## src/rtl/bmrd_pkg.sv

```systemverilog
package bmrd_pkg;
	// Bus geometry
	localparam int ADDR_W = 32;
	localparam int NUM_MASTERS = 5;
	localparam int NUM_SLAVES = 5;

	// Boot window and fixed bases
	localparam logic [31:0] BOOT_BASE = 32'h0000_0000;
	localparam logic [31:0] BOOT_LAST = 32'h000F_FFFF;
	localparam logic [31:0] SRAM_BASE = 32'h0030_0000;
	localparam logic [31:0] SRAM_LAST = 32'h0032_7FFF;
	localparam logic [31:0] ROM_BASE = 32'h0040_0000;
	localparam logic [31:0] ROM_LAST = 32'h004F_FFFF;
	localparam logic [31:0] EXT_BASE = 32'h1000_0000;
	localparam logic [31:0] EXT_LAST = 32'h8FFF_FFFF;
	localparam logic [31:0] CHIP_SEL0_BASE = 32'h1000_0000;

	// Internal SRAM size after reset, all on the bus side
	localparam int SRAM_KBYTES = 160;

	// Slave numbers of the matrix
	localparam logic [2:0] SLV_ROM = 3'h0;
	localparam logic [2:0] SLV_SRAM = 3'h1;
	localparam logic [2:0] SLV_EXT = 3'h3;
	localparam logic [2:0] SLV_NONE = 3'h7;

	// Static memory controller defaults for external boot
	localparam logic [4:0] MEMCTL_BUS_W = 5'h10;
	localparam logic MEMCTL_BYTE_SELECT = 1'b1;
	localparam logic MEMCTL_RW_BY_CS = 1'b1;

	// Slow clock after external boot
	localparam int SLOW_CLK_HZ = 32768;

	// Boot target
	typedef enum logic [1:0] {
		BMRD_BOOT_EXT = 2'b00,
		BMRD_BOOT_ROM = 2'b01,
		BMRD_BOOT_SRAM = 2'b10
	} bmrd_boot_t;
endpackage

```

## src/rtl/bmrd_decode.sv

```systemverilog
`timescale 1ns/1ps
`default_nettype none
// One master's address decoder; combinational
module bmrd_decode (
	input wire logic [bmrd_pkg::ADDR_W-1:0] addr,
	input wire logic remap,
	input wire logic boot_rom,
	output logic [2:0] slave,
	output logic [bmrd_pkg::ADDR_W-1:0] slave_addr,
	output logic hit
);
	import bmrd_pkg::*;

	function automatic logic in_range(input logic [31:0] a, input logic [31:0] lo,
		input logic [31:0] hi);
		in_range = (a >= lo) && (a <= hi);
	endfunction

	// Boot window goes first; fixed regions always decode too
	always_comb begin
		slave = SLV_NONE;
		slave_addr = addr;
		hit = 1'b0;
		if (in_range(addr, BOOT_BASE, BOOT_LAST)) begin
			hit = 1'b1;
			if (remap) begin
				slave = SLV_SRAM;
				slave_addr = SRAM_BASE | addr;
			end else if (boot_rom) begin
				slave = SLV_ROM;
				slave_addr = ROM_BASE | addr;
			end else begin
				slave = SLV_EXT;
				slave_addr = CHIP_SEL0_BASE | addr;
			end
		end else if (in_range(addr, SRAM_BASE, SRAM_LAST)) begin
			hit = 1'b1;
			slave = SLV_SRAM;
		end else if (in_range(addr, ROM_BASE, ROM_LAST)) begin
			hit = 1'b1;
			slave = SLV_ROM;
		end else if (in_range(addr, EXT_BASE, EXT_LAST)) begin
			hit = 1'b1;
			slave = SLV_EXT;
		end
	end
endmodule
`default_nettype wire

```

## src/rtl/bmrd_top.sv

```systemverilog
// Functional notes
// - Boot always fetches from address zero
// - Zero to 0x000FFFFF routes to boot target
// - Boot pin high maps ROM at zero
// - Boot pin low maps chip select zero
// - Per-master remap puts SRAM at zero
// - Remap overrides boot pin choice
// - Other memories stay at normal bases
// - External boot runs on slow clock
// - External boot: byte select, 16-bit, CS-qualified
// - External accesses go to slave three
// - ROM always at its fixed base
// - All 160 Kbytes SRAM on bus after reset
`timescale 1ns/1ps
`default_nettype none
module bmrd_top #(
	parameter int MASTERS = bmrd_pkg::NUM_MASTERS
) (
	input wire logic clock,
	input wire logic nrst,
	input wire logic boot_select_pin,
	input wire logic [MASTERS-1:0] remap_set,
	input wire logic [MASTERS-1:0] remap_clr,
	input wire logic [MASTERS*bmrd_pkg::ADDR_W-1:0] m_addr,
	output logic [MASTERS*3-1:0] m_slave,
	output logic [MASTERS*bmrd_pkg::ADDR_W-1:0] m_slave_addr,
	output logic [MASTERS-1:0] m_hit,
	output logic [MASTERS-1:0] remap_ff,
	output logic boot_rom_ff,
	output logic boot_valid_ff,
	output logic slow_clock_boot_ff,
	output logic [4:0] memctl_bus_width_ff,
	output logic memctl_byte_select_ff,
	output logic memctl_rw_by_cs_ff,
	output logic [7:0] sram_ahb_kbytes_ff
);
	import bmrd_pkg::*;

	// Three-stage synchroniser for the boot strap pin
	// Runs through reset so it already holds the pin level at release;
	// clearing it would let a stale zero be latched as the strap
	logic [2:0] pin_sync_ff;
	always_ff @(posedge clock) begin
		pin_sync_ff <= {pin_sync_ff[1:0], boot_select_pin};
	end

	// Strap is caught once, on the first agreeing cycle after in_reset_ff clears, which is one edge after release
	logic in_reset_ff;
	always_ff @(posedge clock) begin
		if (!nrst)
			in_reset_ff <= 1'b1;
		else
			in_reset_ff <= 1'b0;
	end

	// Latched only when stages agree, then held until next reset
	logic strap_ok;
	assign strap_ok = pin_sync_ff[1] == pin_sync_ff[2];
	always_ff @(posedge clock) begin
		if (!nrst) begin
			boot_rom_ff <= 1'b0;
			boot_valid_ff <= 1'b0;
		end else if (!boot_valid_ff && !in_reset_ff && strap_ok) begin
			boot_rom_ff <= pin_sync_ff[2];
			boot_valid_ff <= 1'b1;
		end
	end

	// Per-master remap; set wins over a clear in the same cycle
	logic [MASTERS-1:0] nxt_remap;
	always_comb begin
		nxt_remap = (remap_ff & ~remap_clr) | remap_set;
	end
	always_ff @(posedge clock) begin
		if (!nrst)
			remap_ff <= '0;
		else
			remap_ff <= nxt_remap;
	end

	// Reset configuration handed to clocking and memory controller
	always_ff @(posedge clock) begin
		if (!nrst) begin
			slow_clock_boot_ff <= 1'b0;
			memctl_bus_width_ff <= MEMCTL_BUS_W;
			memctl_byte_select_ff <= MEMCTL_BYTE_SELECT;
			memctl_rw_by_cs_ff <= MEMCTL_RW_BY_CS;
			sram_ahb_kbytes_ff <= 8'(SRAM_KBYTES);
		end else if (boot_valid_ff == 1'b0 && !in_reset_ff && strap_ok) begin
			slow_clock_boot_ff <= ~pin_sync_ff[2];
			memctl_bus_width_ff <= MEMCTL_BUS_W;
			memctl_byte_select_ff <= MEMCTL_BYTE_SELECT;
			memctl_rw_by_cs_ff <= MEMCTL_RW_BY_CS;
			sram_ahb_kbytes_ff <= 8'(SRAM_KBYTES);
		end
	end

	// Masters not remapped stall in the boot window until the strap is known
	logic boot_rom_eff;
	assign boot_rom_eff = boot_rom_ff;

	// One decoder per master; hit suppressed in boot window before strap unless that master is remapped
	genvar gi;
	generate
		for (gi = 0; gi < MASTERS; gi++) begin : g_m
			logic [2:0] sl;
			logic [ADDR_W-1:0] sa;
			logic h;
			logic in_boot;
			bmrd_decode u_dec (
				.addr(m_addr[gi*ADDR_W +: ADDR_W]),
				.remap(remap_ff[gi]),
				.boot_rom(boot_rom_eff),
				.slave(sl),
				.slave_addr(sa),
				.hit(h)
			);
			assign in_boot = m_addr[gi*ADDR_W +: ADDR_W] <= BOOT_LAST;
			// Address zero reaches the selected memory once the strap is captured
			assign m_slave[gi*3 +: 3] = sl;
			assign m_slave_addr[gi*ADDR_W +: ADDR_W] = sa;
			assign m_hit[gi] = h && (boot_valid_ff || !in_boot || remap_ff[gi]);

		end
	endgenerate
endmodule
`default_nettype wire

```

## config.mk

```make
export PLATFORM = sky130hd
export DESIGN_NAME = bmrd_top
export DESIGN_NICKNAME = d
export VERILOG_FILES = /design/src/rtl/bmrd_pkg.sv /design/src/rtl/bmrd_decode.sv /design/src/rtl/bmrd_top.sv
export SDC_FILE = /design/constraint.sdc
export NUM_CORES = 1
export LEC_CHECK = 0
export BUFFER_PORTS_ARGS = -buffer_cell sky130_fd_sc_hd__buf_2
export CAP_MARGIN = 20
export CORE_AREA = 2 2 146 148
export DETAILED_ROUTE_END_ITERATION = 16
export DIE_AREA = 0 0 148 150
export GPL_TIMING_DRIVEN = 0
export SYNTH_ARGS = -nofsm -noshare
export SYNTH_HDL_FRONTEND = slang
export SYNTH_HIERARCHICAL = 1
export SYNTH_SLANG_ARGS = --single-unit
```

## constraint.sdc

```tcl
create_clock -name clock -period 1.82 [get_ports clock]
set_input_delay 0.091 -clock clock [delete_from_list [all_inputs] [get_ports clock]]
set_output_delay 0.091 -clock clock [all_outputs]
set_load 0.02 [all_outputs]
```

After elaboration in Yosys (flattened, before gate mapping)
Index checks and enable logic that the tools add are counted.

storage, ports and cells
  register bits after elaboration = 12
  bits in latches = 0
  bits in writable memories = 0
  memory bits (read-only) = 0
  input bits = 173
  logic and storage cells = 160
  memories = 0

operators by class
  $add $sub $neg = 0
  $mul = 0
  div/mod/pow operators = 0
  $lt $le $gt $ge = 40
  equality and inequality tests = 1
  shift-type cells = 0
  mux-type cells = 62
  bitwise gates (word level) = 5
  reductions and logical operators = 46

operator list
  operator                                                             count
  2-to-1 mux 29 bit                                                    15
  greater-or-equal comparator 32 x 1 -> 1 bit, second input constant   5
  greater-or-equal comparator 32 x 22 -> 1 bit, second input constant  5
  greater-or-equal comparator 32 x 23 -> 1 bit, second input constant  5
  greater-or-equal comparator 32 x 29 -> 1 bit, second input constant  5
  less-or-equal comparator 32 x 20 -> 1 bit, second input constant     5
  less-or-equal comparator 32 x 22 -> 1 bit, second input constant     5
  less-or-equal comparator 32 x 23 -> 1 bit, second input constant     5
  less-or-equal comparator 32 bit, second input constant               5
  2-to-1 mux 3 bit                                                     25
  logical AND 1 bit                                                    29
  2-to-1 mux 1 bit                                                     21
  logical OR 1 bit                                                     10
  zero test 1 bit                                                      7
  bitwise AND 5 bit                                                    1
  inverter 5 bit                                                       1
  bitwise OR 5 bit                                                     1
  2-to-1 mux 2 bit                                                     1
  inverter 1 bit                                                       2
  == test 1 bit                                                        1

Logic depth before layout (Yosys ltp)
  depth after elaboration = 7
  mapped depth = 6
  depth with buffers taken out = 6

By module
Netlist, hierarchy kept.

modules (own cells, without submodules)
  module       times used  cells each  area an instance (um^2)  sequential area each (um^2)
  bmrd_decode  5           52          401.6                    0.0
  bmrd_top     1           87          681.9                    240.2

Worst setup path after synthesis
Ideal clock, no wire load.

  kind = in2out
  start point = in m_addr[23] (netlist bit)
  end point = out m_hit[0]
  data arrival time = 1341 ps
  required time = 1729 ps
  slack = 388 ps
  stages = 6
  buffers on the path = 0
  path through = nor4_2 > nand2_1 > o21ba_4 > o31a_1 > inv_1 > a41oi_1

between the ends
  longest elaborated chain between the ends = 7
  elaborated cells between the ends (all ways) = 20
  classes of those cells = order compare (8); mux (4); reduce/logical (8)

RTL lines
  what                                                                                                    RTL line           source
  start: declaration                                                                                      bmrd_top.sv:24     input wire logic [MASTERS*bmrd_pkg::ADDR_W-1:0] m_addr,
  greater-or-equal comparator 32 x 29 -> 1 bit / less-or-equal comparator 32 bit (equally long branches)  bmrd_decode.sv:16  in_range = (a >= lo) && (a <= hi);
  logical AND 1 bit                                                                                       bmrd_decode.sv:16
  2-to-1 mux 1 bit                                                                                        bmrd_decode.sv:42  end else if (in_range(addr, EXT_BASE, EXT_LAST)) begin
  2-to-1 mux 1 bit                                                                                        bmrd_decode.sv:39  end else if (in_range(addr, ROM_BASE, ROM_LAST)) begin
  2-to-1 mux 1 bit                                                                                        bmrd_decode.sv:36  end else if (in_range(addr, SRAM_BASE, SRAM_LAST)) begin
  2-to-1 mux 1 bit (*)                                                                                    bmrd_decode.sv:24  if (in_range(addr, BOOT_BASE, BOOT_LAST)) begin
  via g_m[0].h                                                                                            bmrd_top.sv:108    logic h;
  logical AND 1 bit (*)                                                                                   bmrd_top.sv:122    assign m_hit[gi] = h && (boot_valid_ff || !in_boot || remap_ff[gi]);
  end: declaration                                                                                        bmrd_top.sv:27     output logic [MASTERS-1:0] m_hit,

The timed path passes the listed nets; every way through them passes the cells marked *.

Worst setup path after layout
  start point = in m_addr[112] (netlist bit)
  end point = out m_hit[3]

between the ends
  longest elaborated chain between the ends = 7
  elaborated cells between the ends (all ways) = 20
  classes of those cells = order compare (8); mux (4); reduce/logical (8)

RTL lines
  what                                                                                                    RTL line
  greater-or-equal comparator 32 x 29 -> 1 bit / less-or-equal comparator 32 bit (equally long branches)  bmrd_decode.sv:16
  logical AND 1 bit                                                                                       bmrd_decode.sv:16
  2-to-1 mux 1 bit                                                                                        bmrd_decode.sv:42
  2-to-1 mux 1 bit                                                                                        bmrd_decode.sv:39
  2-to-1 mux 1 bit                                                                                        bmrd_decode.sv:36
  2-to-1 mux 1 bit (*)                                                                                    bmrd_decode.sv:24
  via g_m[3].h                                                                                            bmrd_top.sv:108
  logical AND 1 bit (*)                                                                                   bmrd_top.sv:122

Marks and branches as above.

==> impl_metrics.tcl <==
set metrics [dict create \
    drt-wirelength-per-cell_um 12.7 \
    hold_ws_ns 0.0502 \
    synth.most_common_cell "buf_4" \
    synth-main-ff-cell "dfxtp_1" \
    track_usage 0.0920 \
    rsz0062_at_grt "no" \
    min_period_over_period 0.925 \
    finalWirelength_mm 11.7 \
    finClkSkew_ns 0.00220 \
    core_area_mm2 0.0207 \
    status "complete, no violations" \
    cp_common_cell "buf_2" \
    drtAntennaViolNets 0 \
    grt_pass1_wl_mm 16.1 \
    leakage_uw 0.00255 \
    fmax_mhz 594 \
    synthCells 347 \
    whs_endpoint "remap_ff[3]$_SDFF_PN0_" \
    via_per_inst 3.62 \
    crit_slowest_cell "nor4b_1" \
    placedCellCount 920 \
    synthDistinctLibCells 30 \
    cts_tree "done" \
    synth-edff-count 0 \
    fin_cells 925 \
    die-height_um 150 \
    avgSynthCellArea_um2 7.75 \
    antenna_found_initial 0 \
    crit_required_ns 1.73 \
    ys_top_cells_by_area "buf_4 (43%), dfxtp_1 (8.9%), nand4b_4 (4.4%)" \
    clk_latency_ns 0.25 \
    reg2reg_slack_ns 0.61 \
    nNetsFinal 824 \
    setup_viol 0 \
    num_antenna_cells 0 \
    ys_seq_area_frac 0.0893 \
    die-area_mm2 0.0222 \
    slowest_delay_ns 0.47 \
    numPortBuffers 285 \
    reg2regPathDepth 4 \
    crit_path_end_kind "primary output" \
    ys_seq_elements 12 \
    htree_levels 1 \
    hold_path_class "primary input to flip-flop" \
    maxSlewHeadroom 0.657 \
    rows 53 \
    synth_common_cells "buf_4 (155), nor2_1 (28), nor4_1 (16)" \
    initial_core_util 0.130 \
    start_kind "primary input" \
    netlist.top_cell.by_area "buf_4" \
    nFillCells 2314 \
    ir_drop_mv 0.199 \
    grt_overflow 0 \
    r2r-end "boot_rom_ff$_SDFFE_PN0P_" \
    synth_top_area_frac 0.433 \
    path_max_fanout 2 \
    die_x_um 148 \
    cp_data_arrival_time_ns 1.59 \
    clkTransAtPathRegs_ns 0.06 \
    syn2layout_area_growth_pct 72.1 \
    cts_inserted_buffers 3 \
    whs_path_depth 3 \
    startpoint "m_addr[112]" \
    holdCritStartpoint "remap_set[3]" \
    drv_slew 0 \
    vias 3348 \
    path_class "primary input to primary output" \
    grt_pass1_vias 2965 \
    first_pass_iters 4 \
    post-route-min-period_ns 1.68 \
    clockBufferDepth 2 \
    grt_max_degree 13 \
    gp_congestion 0.795 \
    drive_gt1_frac 0.728 \
    async_reset_ff_frac 0 \
    powerDensity_mw_per_mm2 418 \
    cts_root_buf "clkbuf_16" \
    syn-cell-area_mm2 0.00269 \
    drc 0 \
    yosysWarnings 6 \
    max-cap-violations 0 \
    cts_sinks 12 \
    fin_util 0.224 \
    pin_count 376 \
    drt_iter0_markers 205 \
    worstPathCellList "buf_2 -> o21ai_0 -> nor4b_1 -> o21ba_4 -> o31a_1 -> inv_1 -> a41oi_1 -> buf_2" \
    timing.rr.start "boot_valid_ff$_SDFFE_PN0P_" \
    worst_slew_pin_slew_ns 0.507 \
    hpwl_mm 10.3 \
    hold_viol 0 \
]
[sequential cells by signal (all words and copies together), names as in the netlist]
| name | cells |
|---|---|
| boot_valid_ff | 1 |
| boot_rom_ff | 1 |
| pin_sync_ff | 3 |
| in_reset_ff | 1 |
| remap_ff | 5 |
| slow_clock_boot_ff | 1 |
[cell type report]
class,instances,area [um2],area share
repair buffers,286,1440,0.310
flip-flops and latches,12,241,0.0521
inverters,12,45.0,0.00973
multi-input cells,180,1300,0.281
clock buffers,4,88.8,0.0192
well taps,275,344,0.0743
plain buffers,156,1170,0.254
[cells by family after synthesis]
logic type      share of synthesized area
buf+inv                             0.453
simple gates                        0.286
compound gates                      0.166
flops                              0.0893
other cells                       0.00279
xor+xnor                          0.00326
[critical path: cells and delay by family]
| family | cells | cell delay (ns) |
|---|---|---|
| AO/OA/AOI/OAI | 4 | 0.68 |
| AND/OR/NAND/NOR | 1 | 0.47 |
| buffers and inverters | 3 | 0.35 |
[where the power goes]
group	leakage, uW	switching, uW	internal (uW)
Combinational	0.00241	623	505
Sequential	0.000101	25.1	279
Clock	0.0000442	168	335
Total	0.00255	816	1120
[stage by stage]
stage,instance area [um2],worst slack [ns],power (uW),setup TNS (ns)
after global placement,4510,-0.0374,1440,-0.0374
after global routing,4630,0.0191,2060,0
after floorplan,2740,0.388,1010,0
after detailed placement,4510,-0.0344,1440,-0.0344
final,4630,0.136,1940,0
after CTS,4610,0.0296,1990,0
[cell usage in the layout (no fill, tap or decap), drive strengths merged, types with 10 or more instances in the layout]
master,n
buf,441
nor2,28
nor4,21
conb,15
inv,12
dfxtp,12
or2,10
nand2,10
a31o,10
nor3,10
o21ai,10
[worst max-delay path by stage]
stage,end,depth (start not counted)
2_1_floorplan,m_hit[0],6
3_3_place_gp,m_hit[0],8
3_5_place_dp,m_hit[0],8
4_1_cts,m_hit[2],8
5_1_grt,m_hit[2],8
6_report,m_hit[3],8
[layer usage]
layer,global-route usage,up-vias,wire [um]
met3,0.0177,5,981
met2,0.172,197,6050
met1,0.114,1491,4650
met5,0,-,0
met4,0.00714,0,48
li1,-,1655,-
[repair_timing]
action / 4_1_cts / 5_1_grt
endpoints found under the hold margin: 1 / 0
resized for setup: 1 / 3
setup endpoints to repair: 1 / 2
buffers inserted: 0 / 0
hold buffers: 1 / 0
No activity file was read; power rests on OpenSTA's default activity.
